--- config.mk ---
export PLATFORM = sky130hd
export DESIGN_NAME = board_fpga_gpio_bus_and_boot
export DESIGN_NICKNAME = d
export VERILOG_FILES = /design/src/verilog/board_pkg.sv /design/src/verilog/board_fpga_gpio_bus_and_boot.sv
export VERILOG_INCLUDE_DIRS = /design/src /design/src/verilog
export SDC_FILE = /design/constraint.sdc
export NUM_CORES = 1
export LEC_CHECK = 0
export BUFFER_PORTS_ARGS = -buffer_cell sky130_fd_sc_hd__buf_2
export CORE_ASPECT_RATIO = 1.2
export CORE_MARGIN = 2
export CORE_UTILIZATION = 30
export CTS_CLUSTER_DIAMETER = 200
export DETAILED_ROUTE_END_ITERATION = 10
export GPL_TIMING_DRIVEN = 0
export PLACE_DENSITY = 0.48
export SYNTH_ARGS = -nofsm -noshare
export SYNTH_HDL_FRONTEND = slang
export SYNTH_SLANG_ARGS = --single-unit
--- constraint.sdc ---
create_clock -name clk -period 4.8 [get_ports clk]
set_input_delay 0.48 -clock clk [delete_from_list [all_inputs] [get_ports clk]]
set_output_delay 0.48 -clock clk [all_outputs]
set_load 0.05 [all_outputs]
--- src/verilog/board_params.svh ---
// Named constants for the board FPGA bus slave, register file and boot sequencer.
`ifndef BOARD_PARAMS_SVH
`define BOARD_PARAMS_SVH

// ----------------------------------------------------------------------------
// Register addresses
// ----------------------------------------------------------------------------
`define REG_ADDR_BITSTREAM_VERSION 8'h06
`define REG_ADDR_DESIGN_VERSION 8'h07
`define REG_ADDR_RESERVED_SLOT 8'h08
`define REG_ADDR_CONTROL 8'h09
`define REG_ADDR_SWITCH_STATUS 8'h22

// ----------------------------------------------------------------------------
// Register fields and reset values
// ----------------------------------------------------------------------------
`define CONTROL_RESET 8'h70
`define CONTROL_WRITABLE_MASK 8'hf0
`define CTRL_WP_BIT 4
`define CTRL_LED0_BIT 5
`define CTRL_LED1_BIT 6
`define CTRL_LED_EN_BIT 7
`define STATUS_RESET 8'h00
`define STATUS_RSVD_ZERO 3'h0
`define READ_ZERO 8'h00
`define ADDR_RESET 8'h00
`define LED_OFF_LEVEL 1'b1
`define WP_IDLE_LEVEL 1'b0

// ----------------------------------------------------------------------------
// Boot mode codes that select a network boot
// ----------------------------------------------------------------------------
`define NET_BOOT_CODE_A 4'h6
`define NET_BOOT_CODE_B 4'h7
`define NET_BOOT_CODE_C 4'h8

// ----------------------------------------------------------------------------
// Timing
// ----------------------------------------------------------------------------
`define CLK_FREQ_KHZ 50000
`define US_PER_MS 1000
`define WARM_HOLD_US 50
`define POR_HOLD_MS 200
`define NET_BOOT_WAIT_MS 4000
`define COUNT_ZERO 32'h0000_0000
`define COUNT_ONE 32'h0000_0001

`endif

--- src/verilog/board_pkg.sv ---
// Types shared by the board FPGA bus slave and boot sequencer.
package board_pkg;

    // ------------------------------------------------------------------------
    // Bus command encoding
    // ------------------------------------------------------------------------
    typedef enum logic [1:0] {
        CMD_NOP = 2'h0,
        CMD_ADDR = 2'h1,
        CMD_READ = 2'h2,
        CMD_WRITE = 2'h3
    } bus_cmd_t;

    // ------------------------------------------------------------------------
    // Boot sequencer states
    // ------------------------------------------------------------------------
    typedef enum logic [7:0] {
        ST_WAIT_PLL = 8'h01,
        ST_LATCH = 8'h02,
        ST_HOLD_WARM = 8'h04,
        ST_HOLD_POR = 8'h08,
        ST_WAIT_STATUS = 8'h10,
        ST_NET_WAIT = 8'h20,
        ST_NET_PULSE = 8'h40,
        ST_DONE = 8'h80
    } boot_state_t;

endpackage : board_pkg
--- src/verilog/board_fpga_gpio_bus_and_boot.sv ---
// Board FPGA: strobed 8-bit bus slave, configuration registers and reset/boot sequencer.
`timescale 1ns/1ps
`include "board_params.svh"

module board_fpga_gpio_bus_and_boot #(
    parameter int STRAP_WIDTH = 16,
    // Arbitrary version values.
    parameter logic [7:0] BITSTREAM_VERSION = 8'h3c,
    parameter logic [7:0] DESIGN_VERSION = 8'h5a,
    parameter logic [31:0] POR_HOLD_CYCLES = 32'(`POR_HOLD_MS * `CLK_FREQ_KHZ),
    parameter logic [31:0] NET_BOOT_WAIT_CYCLES = 32'(`NET_BOOT_WAIT_MS * `CLK_FREQ_KHZ)
) (
    input wire logic clk,
    input wire logic nrst,
    input wire logic pll_locked,
    input wire logic warm_reset_button_n,
    input wire logic [STRAP_WIDTH-1:0] config_strap_in,
    input wire logic [3:0] boot_mode_switch,
    input wire logic processor_reset_status_n,
    input wire logic mode_select,
    input wire board_pkg::bus_cmd_t bus_cmd,
    input wire logic bus_strobe,
    input wire logic [7:0] bus_data_in,
    input wire logic user_switch_one_in,
    input wire logic user_switch_two_in,
    input wire logic [2:0] board_revision_in,
    output logic [7:0] bus_data_out,
    output logic bus_data_oe,
    output logic bus_ready,
    output logic processor_por_n,
    output logic processor_warm_reset_n,
    output logic [STRAP_WIDTH-1:0] config_pin_out,
    output logic config_pin_oe,
    output logic client_gpio_oe,
    output logic boot_mode_over,
    output logic user_led_zero,
    output logic user_led_one,
    output logic flash_write_protect
);
    import board_pkg::*;

    localparam logic [31:0] WARM_HOLD_CYCLES = 32'((`WARM_HOLD_US * `CLK_FREQ_KHZ + `US_PER_MS - 1) / `US_PER_MS);

    // ------------------------------------------------------------------------
    // Input synchronisers
    // ------------------------------------------------------------------------
    logic pll_meta_reg, pll_sync_reg;
    logic button_meta_reg, button_sync_reg;
    logic status_meta_reg, status_sync_reg;
    logic mode_meta_reg, mode_sync_reg;
    logic strobe_meta_reg, strobe_sync_reg;
    logic [1:0] cmd_meta_reg, cmd_sync_reg;
    logic [7:0] data_meta_reg, data_sync_reg;
    logic [STRAP_WIDTH-1:0] strap_meta_reg, strap_sync_reg;
    logic [3:0] bootsw_meta_reg, bootsw_sync_reg;
    logic [1:0] sw_meta_reg, sw_sync_reg;
    logic [2:0] rev_meta_reg, rev_sync_reg;

    // Stages track their pins through reset, so idle levels are in place when reset ends.
    always_ff @(posedge clk) begin
        pll_meta_reg <= pll_locked;
        pll_sync_reg <= pll_meta_reg;
        button_meta_reg <= warm_reset_button_n;
        button_sync_reg <= button_meta_reg;
        status_meta_reg <= processor_reset_status_n;
        status_sync_reg <= status_meta_reg;
        mode_meta_reg <= mode_select;
        mode_sync_reg <= mode_meta_reg;
        strobe_meta_reg <= bus_strobe;
        strobe_sync_reg <= strobe_meta_reg;
        cmd_meta_reg <= bus_cmd;
        cmd_sync_reg <= cmd_meta_reg;
        data_meta_reg <= bus_data_in;
        data_sync_reg <= data_meta_reg;
        strap_meta_reg <= config_strap_in;
        strap_sync_reg <= strap_meta_reg;
        bootsw_meta_reg <= boot_mode_switch;
        bootsw_sync_reg <= bootsw_meta_reg;
        sw_meta_reg <= {user_switch_two_in, user_switch_one_in};
        sw_sync_reg <= sw_meta_reg;
        rev_meta_reg <= board_revision_in;
        rev_sync_reg <= rev_meta_reg;
    end

    // ------------------------------------------------------------------------
    // Edge detection on synchronised levels
    // ------------------------------------------------------------------------
    logic strobe_prev_reg, status_prev_reg, button_prev_reg;

    always_ff @(posedge clk) begin
        if (!nrst) begin
            strobe_prev_reg <= 1'b0;
            status_prev_reg <= 1'b1;
            button_prev_reg <= 1'b0;
        end else begin
            strobe_prev_reg <= strobe_sync_reg;
            status_prev_reg <= status_sync_reg;
            button_prev_reg <= button_sync_reg;
        end
    end

    logic strobe_rise, status_rise, button_press;
    assign strobe_rise = strobe_sync_reg && !strobe_prev_reg;
    assign status_rise = status_sync_reg && !status_prev_reg;
    assign button_press = button_prev_reg && !button_sync_reg;

    // ------------------------------------------------------------------------
    // Helper functions
    // ------------------------------------------------------------------------
    function automatic logic count_done(input logic [31:0] count, input logic [31:0] limit);
        count_done = (count + `COUNT_ONE >= limit);
    endfunction : count_done

    function automatic logic is_net_boot(input logic [3:0] code);
        is_net_boot = (code == `NET_BOOT_CODE_A) || (code == `NET_BOOT_CODE_B) || (code == `NET_BOOT_CODE_C);
    endfunction : is_net_boot

    // ------------------------------------------------------------------------
    // Boot sequencer
    // ------------------------------------------------------------------------
    boot_state_t state_reg;
    logic [31:0] count_reg;
    logic cold_reg;
    logic [3:0] boot_code_reg;
    logic por_reg, warm_reg, config_oe_reg, client_oe_reg, boot_over_reg;
    logic [STRAP_WIDTH-1:0] config_reg;

    always_ff @(posedge clk) begin
        if (!nrst) begin
            state_reg <= ST_WAIT_PLL;
            count_reg <= `COUNT_ZERO;
            cold_reg <= 1'b1;
            boot_code_reg <= '0;
            config_reg <= '0;
            por_reg <= 1'b0;
            warm_reg <= 1'b0;
            config_oe_reg <= 1'b0;
            client_oe_reg <= 1'b1;
            boot_over_reg <= 1'b0;
        end else begin
            unique case (state_reg)
                ST_WAIT_PLL: begin
                    count_reg <= `COUNT_ZERO;
                    if (pll_sync_reg) begin
                        state_reg <= ST_LATCH;
                    end
                end
                ST_LATCH: begin
                    config_reg <= strap_sync_reg;
                    boot_code_reg <= bootsw_sync_reg;
                    config_oe_reg <= 1'b1;
                    state_reg <= ST_HOLD_WARM;
                end
                ST_HOLD_WARM: begin
                    count_reg <= count_reg + `COUNT_ONE;
                    if (count_done(count_reg, WARM_HOLD_CYCLES)) begin
                        warm_reg <= 1'b1;
                        count_reg <= `COUNT_ZERO;
                        state_reg <= cold_reg ? ST_HOLD_POR : ST_WAIT_STATUS;
                    end
                end
                ST_HOLD_POR: begin
                    count_reg <= count_reg + `COUNT_ONE;
                    if (count_done(count_reg, POR_HOLD_CYCLES)) begin
                        por_reg <= 1'b1;
                        count_reg <= `COUNT_ZERO;
                        state_reg <= ST_WAIT_STATUS;
                    end
                end
                ST_WAIT_STATUS: begin
                    if (status_rise) begin
                        client_oe_reg <= 1'b0;
                        config_oe_reg <= 1'b0;
                        if (cold_reg && is_net_boot(boot_code_reg)) begin
                            state_reg <= ST_NET_WAIT;
                        end else begin
                            boot_over_reg <= 1'b1;
                            state_reg <= ST_DONE;
                        end
                    end
                end
                ST_NET_WAIT: begin
                    count_reg <= count_reg + `COUNT_ONE;
                    if (count_done(count_reg, NET_BOOT_WAIT_CYCLES)) begin
                        warm_reg <= 1'b0;
                        count_reg <= `COUNT_ZERO;
                        state_reg <= ST_NET_PULSE;
                    end
                end
                ST_NET_PULSE: begin
                    count_reg <= count_reg + `COUNT_ONE;
                    if (count_done(count_reg, WARM_HOLD_CYCLES)) begin
                        warm_reg <= 1'b1;
                        count_reg <= `COUNT_ZERO;
                        boot_over_reg <= 1'b1;
                        state_reg <= ST_DONE;
                    end
                end
                ST_DONE: begin
                    count_reg <= `COUNT_ZERO;
                end
                default: begin
                    state_reg <= ST_WAIT_PLL;
                    count_reg <= `COUNT_ZERO;
                end
            endcase
            // A warm restart is only honoured once power-on reset has been released.
            if (button_press && por_reg) begin
                state_reg <= ST_WAIT_PLL;
                count_reg <= `COUNT_ZERO;
                cold_reg <= 1'b0;
                warm_reg <= 1'b0;
                client_oe_reg <= 1'b1;
                boot_over_reg <= 1'b0;
            end
        end
    end

    // ------------------------------------------------------------------------
    // Bus slave cycle decode
    // ------------------------------------------------------------------------
    logic bus_enable;
    logic [7:0] addr_reg;
    logic [7:0] ctrl_reg;
    logic [7:0] status_reg;
    logic read_active_reg, write_active_reg;
    logic [7:0] data_out_reg;
    logic data_oe_reg, ready_reg;

    // The bus answers only after boot and outside pass-through mode.
    assign bus_enable = boot_over_reg && !mode_sync_reg;

    function automatic logic [7:0] read_value(input logic [7:0] addr, input logic [7:0] ctrl, input logic [7:0] status);
        case (addr)
            `REG_ADDR_BITSTREAM_VERSION: read_value = BITSTREAM_VERSION;
            `REG_ADDR_DESIGN_VERSION: read_value = DESIGN_VERSION;
            `REG_ADDR_CONTROL: read_value = ctrl;
            `REG_ADDR_SWITCH_STATUS: read_value = status;
            default: read_value = `READ_ZERO;
        endcase
    endfunction : read_value

    always_ff @(posedge clk) begin
        if (!nrst) begin
            addr_reg <= `ADDR_RESET;
        end else if (strobe_rise && bus_enable && cmd_sync_reg == CMD_ADDR) begin
            addr_reg <= data_sync_reg;
        end
    end

    always_ff @(posedge clk) begin
        if (!nrst) begin
            ctrl_reg <= `CONTROL_RESET;
        end else if (strobe_rise && bus_enable && cmd_sync_reg == CMD_WRITE &&
                     addr_reg == `REG_ADDR_CONTROL) begin
            ctrl_reg <= data_sync_reg & `CONTROL_WRITABLE_MASK;
        end
    end

    always_ff @(posedge clk) begin
        if (!nrst) begin
            status_reg <= `STATUS_RESET;
        end else begin
            status_reg <= {rev_sync_reg, `STATUS_RSVD_ZERO, sw_sync_reg};
        end
    end

    // A cycle stays active until the strobe drops; idle gaps need no command.
    always_ff @(posedge clk) begin
        if (!nrst) begin
            read_active_reg <= 1'b0;
            write_active_reg <= 1'b0;
        end else if (!strobe_sync_reg) begin
            read_active_reg <= 1'b0;
            write_active_reg <= 1'b0;
        end else if (strobe_rise && bus_enable) begin
            read_active_reg <= (cmd_sync_reg == CMD_READ);
            write_active_reg <= (cmd_sync_reg == CMD_WRITE);
        end
    end

    always_ff @(posedge clk) begin
        if (!nrst) begin
            data_out_reg <= `READ_ZERO;
        end else if (strobe_rise && bus_enable && cmd_sync_reg == CMD_READ) begin
            data_out_reg <= read_value(addr_reg, ctrl_reg, status_reg);
        end
    end

    // Drivers turn on one cycle after the read is taken, off as soon as strobe drops.
    always_ff @(posedge clk) begin
        if (!nrst) begin
            data_oe_reg <= 1'b0;
        end else begin
            data_oe_reg <= read_active_reg && strobe_sync_reg && bus_enable &&
                           cmd_sync_reg == CMD_READ;
        end
    end

    // Ready rises only after data is on the lines, so the host never samples stale data.
    always_ff @(posedge clk) begin
        if (!nrst) begin
            ready_reg <= 1'b0;
        end else begin
            ready_reg <= strobe_sync_reg && (data_oe_reg || write_active_reg);
        end
    end

    // ------------------------------------------------------------------------
    // LED and flash write-protect outputs
    // ------------------------------------------------------------------------
    logic led0_reg, led1_reg, wp_reg;

    always_ff @(posedge clk) begin
        if (!nrst) begin
            led0_reg <= `LED_OFF_LEVEL;
            led1_reg <= `LED_OFF_LEVEL;
            wp_reg <= `WP_IDLE_LEVEL;
        end else begin
            led0_reg <= ctrl_reg[`CTRL_LED_EN_BIT] ? ctrl_reg[`CTRL_LED0_BIT] : `LED_OFF_LEVEL;
            led1_reg <= ctrl_reg[`CTRL_LED_EN_BIT] ? ctrl_reg[`CTRL_LED1_BIT] : `LED_OFF_LEVEL;
            wp_reg <= mode_sync_reg ? ctrl_reg[`CTRL_WP_BIT] : `WP_IDLE_LEVEL;
        end
    end

    // ------------------------------------------------------------------------
    // Output assignments
    // ------------------------------------------------------------------------
    assign bus_data_out = data_out_reg;
    assign bus_data_oe = data_oe_reg;
    assign bus_ready = ready_reg;
    assign processor_por_n = por_reg;
    assign processor_warm_reset_n = warm_reg;
    assign config_pin_out = config_reg;
    assign config_pin_oe = config_oe_reg;
    assign client_gpio_oe = client_oe_reg;
    assign boot_mode_over = boot_over_reg;
    assign user_led_zero = led0_reg;
    assign user_led_one = led1_reg;
    assign flash_write_protect = wp_reg;

endmodule : board_fpga_gpio_bus_and_boot

* Word level (Yosys, flattened, before mapping) *
Index checks and enable logic that the tools add are counted.

operators by class
  add/subtract/negate cells = 1
  equal/unequal tests = 26
  muxes and demuxes = 22
  reductions and logical operators = 37
  $lt $le $gt $ge = 3
  bitwise operators = 2

operators with widths
  kind                     number
  $pmux W32 S4             1
  $mux W32                 3
  $pmux W8 S8              1
  $mux W8                  7
  $add A32 B1 Y32 const B  1
  $ge A32 B12 Y1 const B   1
  $ge A32 B24 Y1 const B   1
  $ge A32 B28 Y1 const B   1
  $pmux W8 S4              1
  $eq A8 B3 Y1 const B     3
  $eq A8 B4 Y1 const B     2
  $eq A8 B6 Y1 const B     2
  $logic_and A1 B1 Y1      15
  $ne A2 B2 Y1 const B     7
  $reduce_and A2 Y1        6
  $eq A4 B3 Y1 const B     2
  $eq A8 B1 Y1 const B     1
  $eq A8 B2 Y1 const B     1
  $eq A8 B5 Y1 const B     1
  $eq A8 B7 Y1 const B     1
  $eq A8 B8 Y1 const B     1
  $reduce_and A7 Y1        1
  $pmux W1 S2              3
  $reduce_bool A2 Y1       3
  other kinds (12)         25

word-level totals
  register bits = 184
  logic and storage cells = 138
  output and inout port bits = 34
  bits of input ports = 42

* Logic depth before layout (Yosys ltp) *
  word-level depth = 7
  mapped depth = 14
  depth with buffers taken out = 10

* Worst setup path after synthesis *
OpenSTA, ideal clock, no wires.

  path type = reg2reg
  start point = register count_reg[0]
  end point = register count_reg[21]
  buffers on the path = 3
  stages on the path, launching flop included = 14
  setup time = 0.070 ns
  period minus slack after synthesis = 3.153 ns
  path slack = 1.647 ns
  arrival time = 3.083 ns
  cells stage by stage = dfxtp_1 -> ha_1 -> clkbuf_1 -> nand3_1 -> nor4_2 -> buf_4 -> o21ai_0 -> a22o_1 -> a221oi_1 -> nand2_1 -> a31oi_4 -> buf_4 -> o22ai_1 -> a21oi_1

on the way
  word-level cells in the longest chain between the ends = 4
  elaborated cells on any way between the ends = 8
  classes of those cells = add/sub: 1; order compare: 3; mux: 4

ends and longest elaborated chain
  what                                    RTL line                             text
  start: declaration                      board_fpga_gpio_bus_and_boot.sv:122  logic [31:0] count_reg;
  start signal: assignment                board_fpga_gpio_bus_and_boot.sv:131  count_reg <= `COUNT_ZERO;
  start signal: assignment                board_fpga_gpio_bus_and_boot.sv:143  count_reg <= `COUNT_ZERO;
  start signal: assignment                board_fpga_gpio_bus_and_boot.sv:155  count_reg <= count_reg + `COUNT_ONE;
  $add A32 B1 Y32 (no line) (*)           --
  $ge A32 B12 Y1 (tied with other cells)  board_fpga_gpio_bus_and_boot.sv:111  count_done = (count + `COUNT_ONE >= limit);
  $mux W32 (on tied branches)             --
  $pmux W32 S4 (*)                        board_fpga_gpio_bus_and_boot.sv:141  unique case (state_reg)

Mark *: on every way between the ends. The rest lies on a longest branch, timed or not.
A chain may end at the register's enable or synchronous reset.

* Worst setup path in the final report *
  start point = register count_reg[0]
  end point = register count_reg[6]

Same word-level chain as after synthesis.

==> impl_metrics.py <==
metrics = {
    "status": {
        "status": "finished, final reports clean",
    },
    "floorplan": {
        "start_util_pct": 30.5,
        "io_pins": 76,
        "die_h_um": 175,
        "std_cell_rows": 62,
        "dieWidth_um": 147,
        "fp.coreArea_um2": 24000,
        "die_area_um2": 25600,
    },
    "worst_setup_path": {
        "end_kind": "flip-flop",
        "critical_path_peak_fanout": 10,
        "cp.arrival_ns": 4.64,
        "r2r_start": "count_reg[0]$_SDFFE_PP0N_",
        "cp-start-kind": "flip-flop",
        "rrSetupSlack_ns": 0.52,
        "timing.rr.end": "count_reg[6]$_SDFFE_PP0N_",
        "path_class": "flip-flop to flip-flop",
        "r2r.worst_path.cells": 13,
        "required_ns": 5.16,
    },
    "power_and_ir_drop": {
        "netSwitchingFraction_pct": 26.1,
        "comb_power_share_pct": 6.2,
        "cell_internal_pwr_uw": 2370,
        "leakagePower_uw": 0.00339,
        "power_density_nw_per_um2": 369,
        "ir_drop_uv": 242,
        "power_frac_clock_pct": 44.4,
        "p_sw_uw": 836,
        "seqPwrFrac_pct": 49.4,
    },
    "finish": {
        "nets": 936,
        "area_growth_pct": 19.0,
        "diodes": 0,
        "largest_reg_flops": 32,
        "instances_no_fill": 1225,
        "drive_above_1_share_pct": 17.1,
        "fin_util_pct": 36.3,
        "fill_cells": 2481,
    },
    "sta": {
        "hold_ws_ns": 0.137,
        "period_needed_ns": 4.28,
        "final.setup.tns_ns": 0,
        "rsz0062_at_grt": "false",
        "worst_pin_slew_ns": 1.06,
        "relSlewSlack_pct": 28.1,
        "max_freq_mhz": 234,
        "skew_ns": 0.0123,
        "drv_slew": 0,
        "hold_viol": 0,
        "setup_viol": 0,
        "timing.final.crit_share_pct": 89.1,
    },
    "yosys": {
        "synth_cell_types": 78,
        "synth_top_cell_by_area": "dfxtp_1",
        "syn_nets": 842,
        "synth_seq_area_share_pct": 49.5,
        "syn_inst": 798,
        "synth_area_leaders": "dfxtp_1, nand2_1, a21boi_0",
        "synth_area_um2": 7310,
        "yosys_most_used_dff": "dfxtp_1",
        "ys_ff_latch": 181,
        "synth_top_area_share_pct": 49.5,
        "synth_area_per_cell_um2": 9.16,
        "synth_edf_count": 0,
        "postSynth.asyncResetShare_pct": 0,
        "yosysWarnings": 0,
    },
    "global_routing": {
        "grt_max_degree": 20,
        "first_global_vias": 5768,
        "antenna_found_initial": 1,
        "grt_util_met1_pct": 18.3,
        "grt_use_met2_pct": 25.7,
        "grt_pass1_wl_um": 30900,
        "grt.total_usage_pct": 15.5,
        "grt_busiest_layer": "met2",
        "grt_use_met3_pct": 5.01,
        "grt.overflow.total": 0,
    },
    "clock_tree": {
        "ctsHoldBuffers": 0,
        "numCtsBuffers": 17,
        "worstSkewPairLatency_ns": 0.44,
        "path_clk_slew_ns": 0.08,
        "htreeDepth": 4,
        "cts_root_buf": "clkbuf_16",
        "cts_tree": "yes",
        "cts_setup_buffers": 0,
        "cts_resized": 0,
        "cts.sinks": 181,
        "cts_buffer_depth": 2,
    },
    "routing": {
        "post_drt_wl_per_cell_um": 15.9,
        "drt_iter0_drc": 263,
        "viasPerCell": 4.89,
        "vias": 5988,
        "dr.pass1.iters": 4,
        "drt_wl_total_um": 19400,
        "drc": 0,
        "ant_nets": 0,
    },
    "job": {
        "cap_violations": 0,
    },
    "hold_path": {
        "min_path_type": "input port to flip-flop",
        "min_from": "bus_data_in[0]",
        "hold_end": "data_meta_reg[0]$_DFF_P_",
        "min_path_cells": 1,
    },
    "place": {
        "dp_hpwl_um": 14000,
        "io_buffers": 75,
        "dp_cells": 1193,
        "gp_congestion": 0.874,
    },
}
==> worst max-delay path: stages (launching register included) <==
cell and delay [ns]:
dfxtp_1 0.49, ha_1 0.19, clkbuf_1 0.29, nand3_1 0.25, nor4_2 0.79, buf_4 0.32, o21ai_0 0.09, a22o_1 0.27
a221oi_1 0.38, nand2_1 0.15, a31oi_4 0.43, buf_4 0.31, o22ai_1 0.10, a21oi_1 0.14
==> cell type report <==
class                           instances  area, um^2  area share [%]
Multi-Input combinational cell        552        3390            39.0
Inverter                               17        63.8           0.733
Clock inverter                         15         185            2.13
Buffer                                 48         236            2.72
Sequential cell                       181        3620            41.7
Clock buffer                           17         425            4.89
Tap cell                              320         400            4.60
Timing Repair Buffer                   75         375            4.31
==> worst max path at each step <==
stage / from / endpoint / slack [ns] / depth (start not counted)
floorplan: count_reg[0]$_SDFFE_PP0N_ / count_reg[21]$_SDFFE_PP0N_ / 1.65 / 13
global route: count_reg[0]$_SDFFE_PP0N_ / count_reg[23]$_SDFFE_PP0N_ / 0.27 / 13
finish: count_reg[0]$_SDFFE_PP0N_ / count_reg[6]$_SDFFE_PP0N_ / 0.52 / 13
global placement: count_reg[0]$_SDFFE_PP0N_ / count_reg[21]$_SDFFE_PP0N_ / 0.56 / 13
detailed placement: count_reg[0]$_SDFFE_PP0N_ / count_reg[21]$_SDFFE_PP0N_ / 0.59 / 13
CTS: count_reg[0]$_SDFFE_PP0N_ / count_reg[21]$_SDFFE_PP0N_ / 0.57 / 13
==> power by group through the flow <==
stage | clock network [uW] | logic [uW] | registers [uW]
2_1_floorplan | 0 | 95.2 | 1650
3_3_place_gp | 0 | 202 | 1620
3_5_place_dp | 0 | 202 | 1620
4_1_cts | 1470 | 203 | 1580
5_1_grt | 1530 | 219 | 1590
6_report | 1420 | 200 | 1580
==> logic make-up (layout without fill, tap and decap cells) <==
kind of cell,Yosys count,count (layout),synth area share (%)
simple gates,347,347,24.9
flops,181,181,49.5
compound gates,170,170,16.9
buf+inv,65,172,4.11
xor+xnor,18,18,2.16
mux,15,15,2.07
fa+ha+maj,2,2,0.342
==> layout by cell type (no fill, tap or decap), drive strengths merged, types with 12 or more instances in the layout <==
master	n
nor2b	19
and3	12
mux2i	14
nor4	16
buf	95
a21oi	25
nor3	22
nand2	131
clkbuf	45
o22ai	12
inv	24
a21boi	25
and2	13
dfxtp	181
o21ai	27
nand3	32
nand4	13
nor2	43
==> layer usage <==
layer / part of all wire, % / wire (um) / up-vias
met5: 0.067 / 13 / -
met3: 5.7 / 1120 / 29
li1: - / - / 3037
met1: 44 / 8460 / 2799
met4: 2.2 / 436 / 2
met2: 48 / 9400 / 121
==> cell usage after synthesis (all sizes together), types with 3 or more instances <==
cell type	number
a22oi	4
buf	20
a41oi	3
o21ai	27
a21boi	25
or2	3
a221oi	3
nor2b	19
clkbuf	28
o2111ai	4
nand2b	7
and3	12
or3	6
nand2	131
nor3	22
o31ai	7
dfxtp	181
nand3	32
nor4	16
nand3b	9
nor3b	6
xnor2	10
a31oi	8
or4	3
and4	3
and2	13
xor2	8
o22ai	12
o21a	7
nor4b	4
nor2	43
nand4	13
a211oi	5
a21oi	25
inv	17
o211ai	9
mux2i	14
o221ai	10
==> metrics by stage <==
step | instance area [um^2] | setup slack, ns | power [uW]
floorplan | 7310 | 1.65 | 1750
global placement | 8090 | 0.557 | 1820
detailed placement | 8090 | 0.586 | 1820
CTS | 8700 | 0.571 | 3260
global route | 8700 | 0.273 | 3340
finish | 8700 | 0.523 | 3210
No activity file was read; power rests on OpenSTA's default activity.
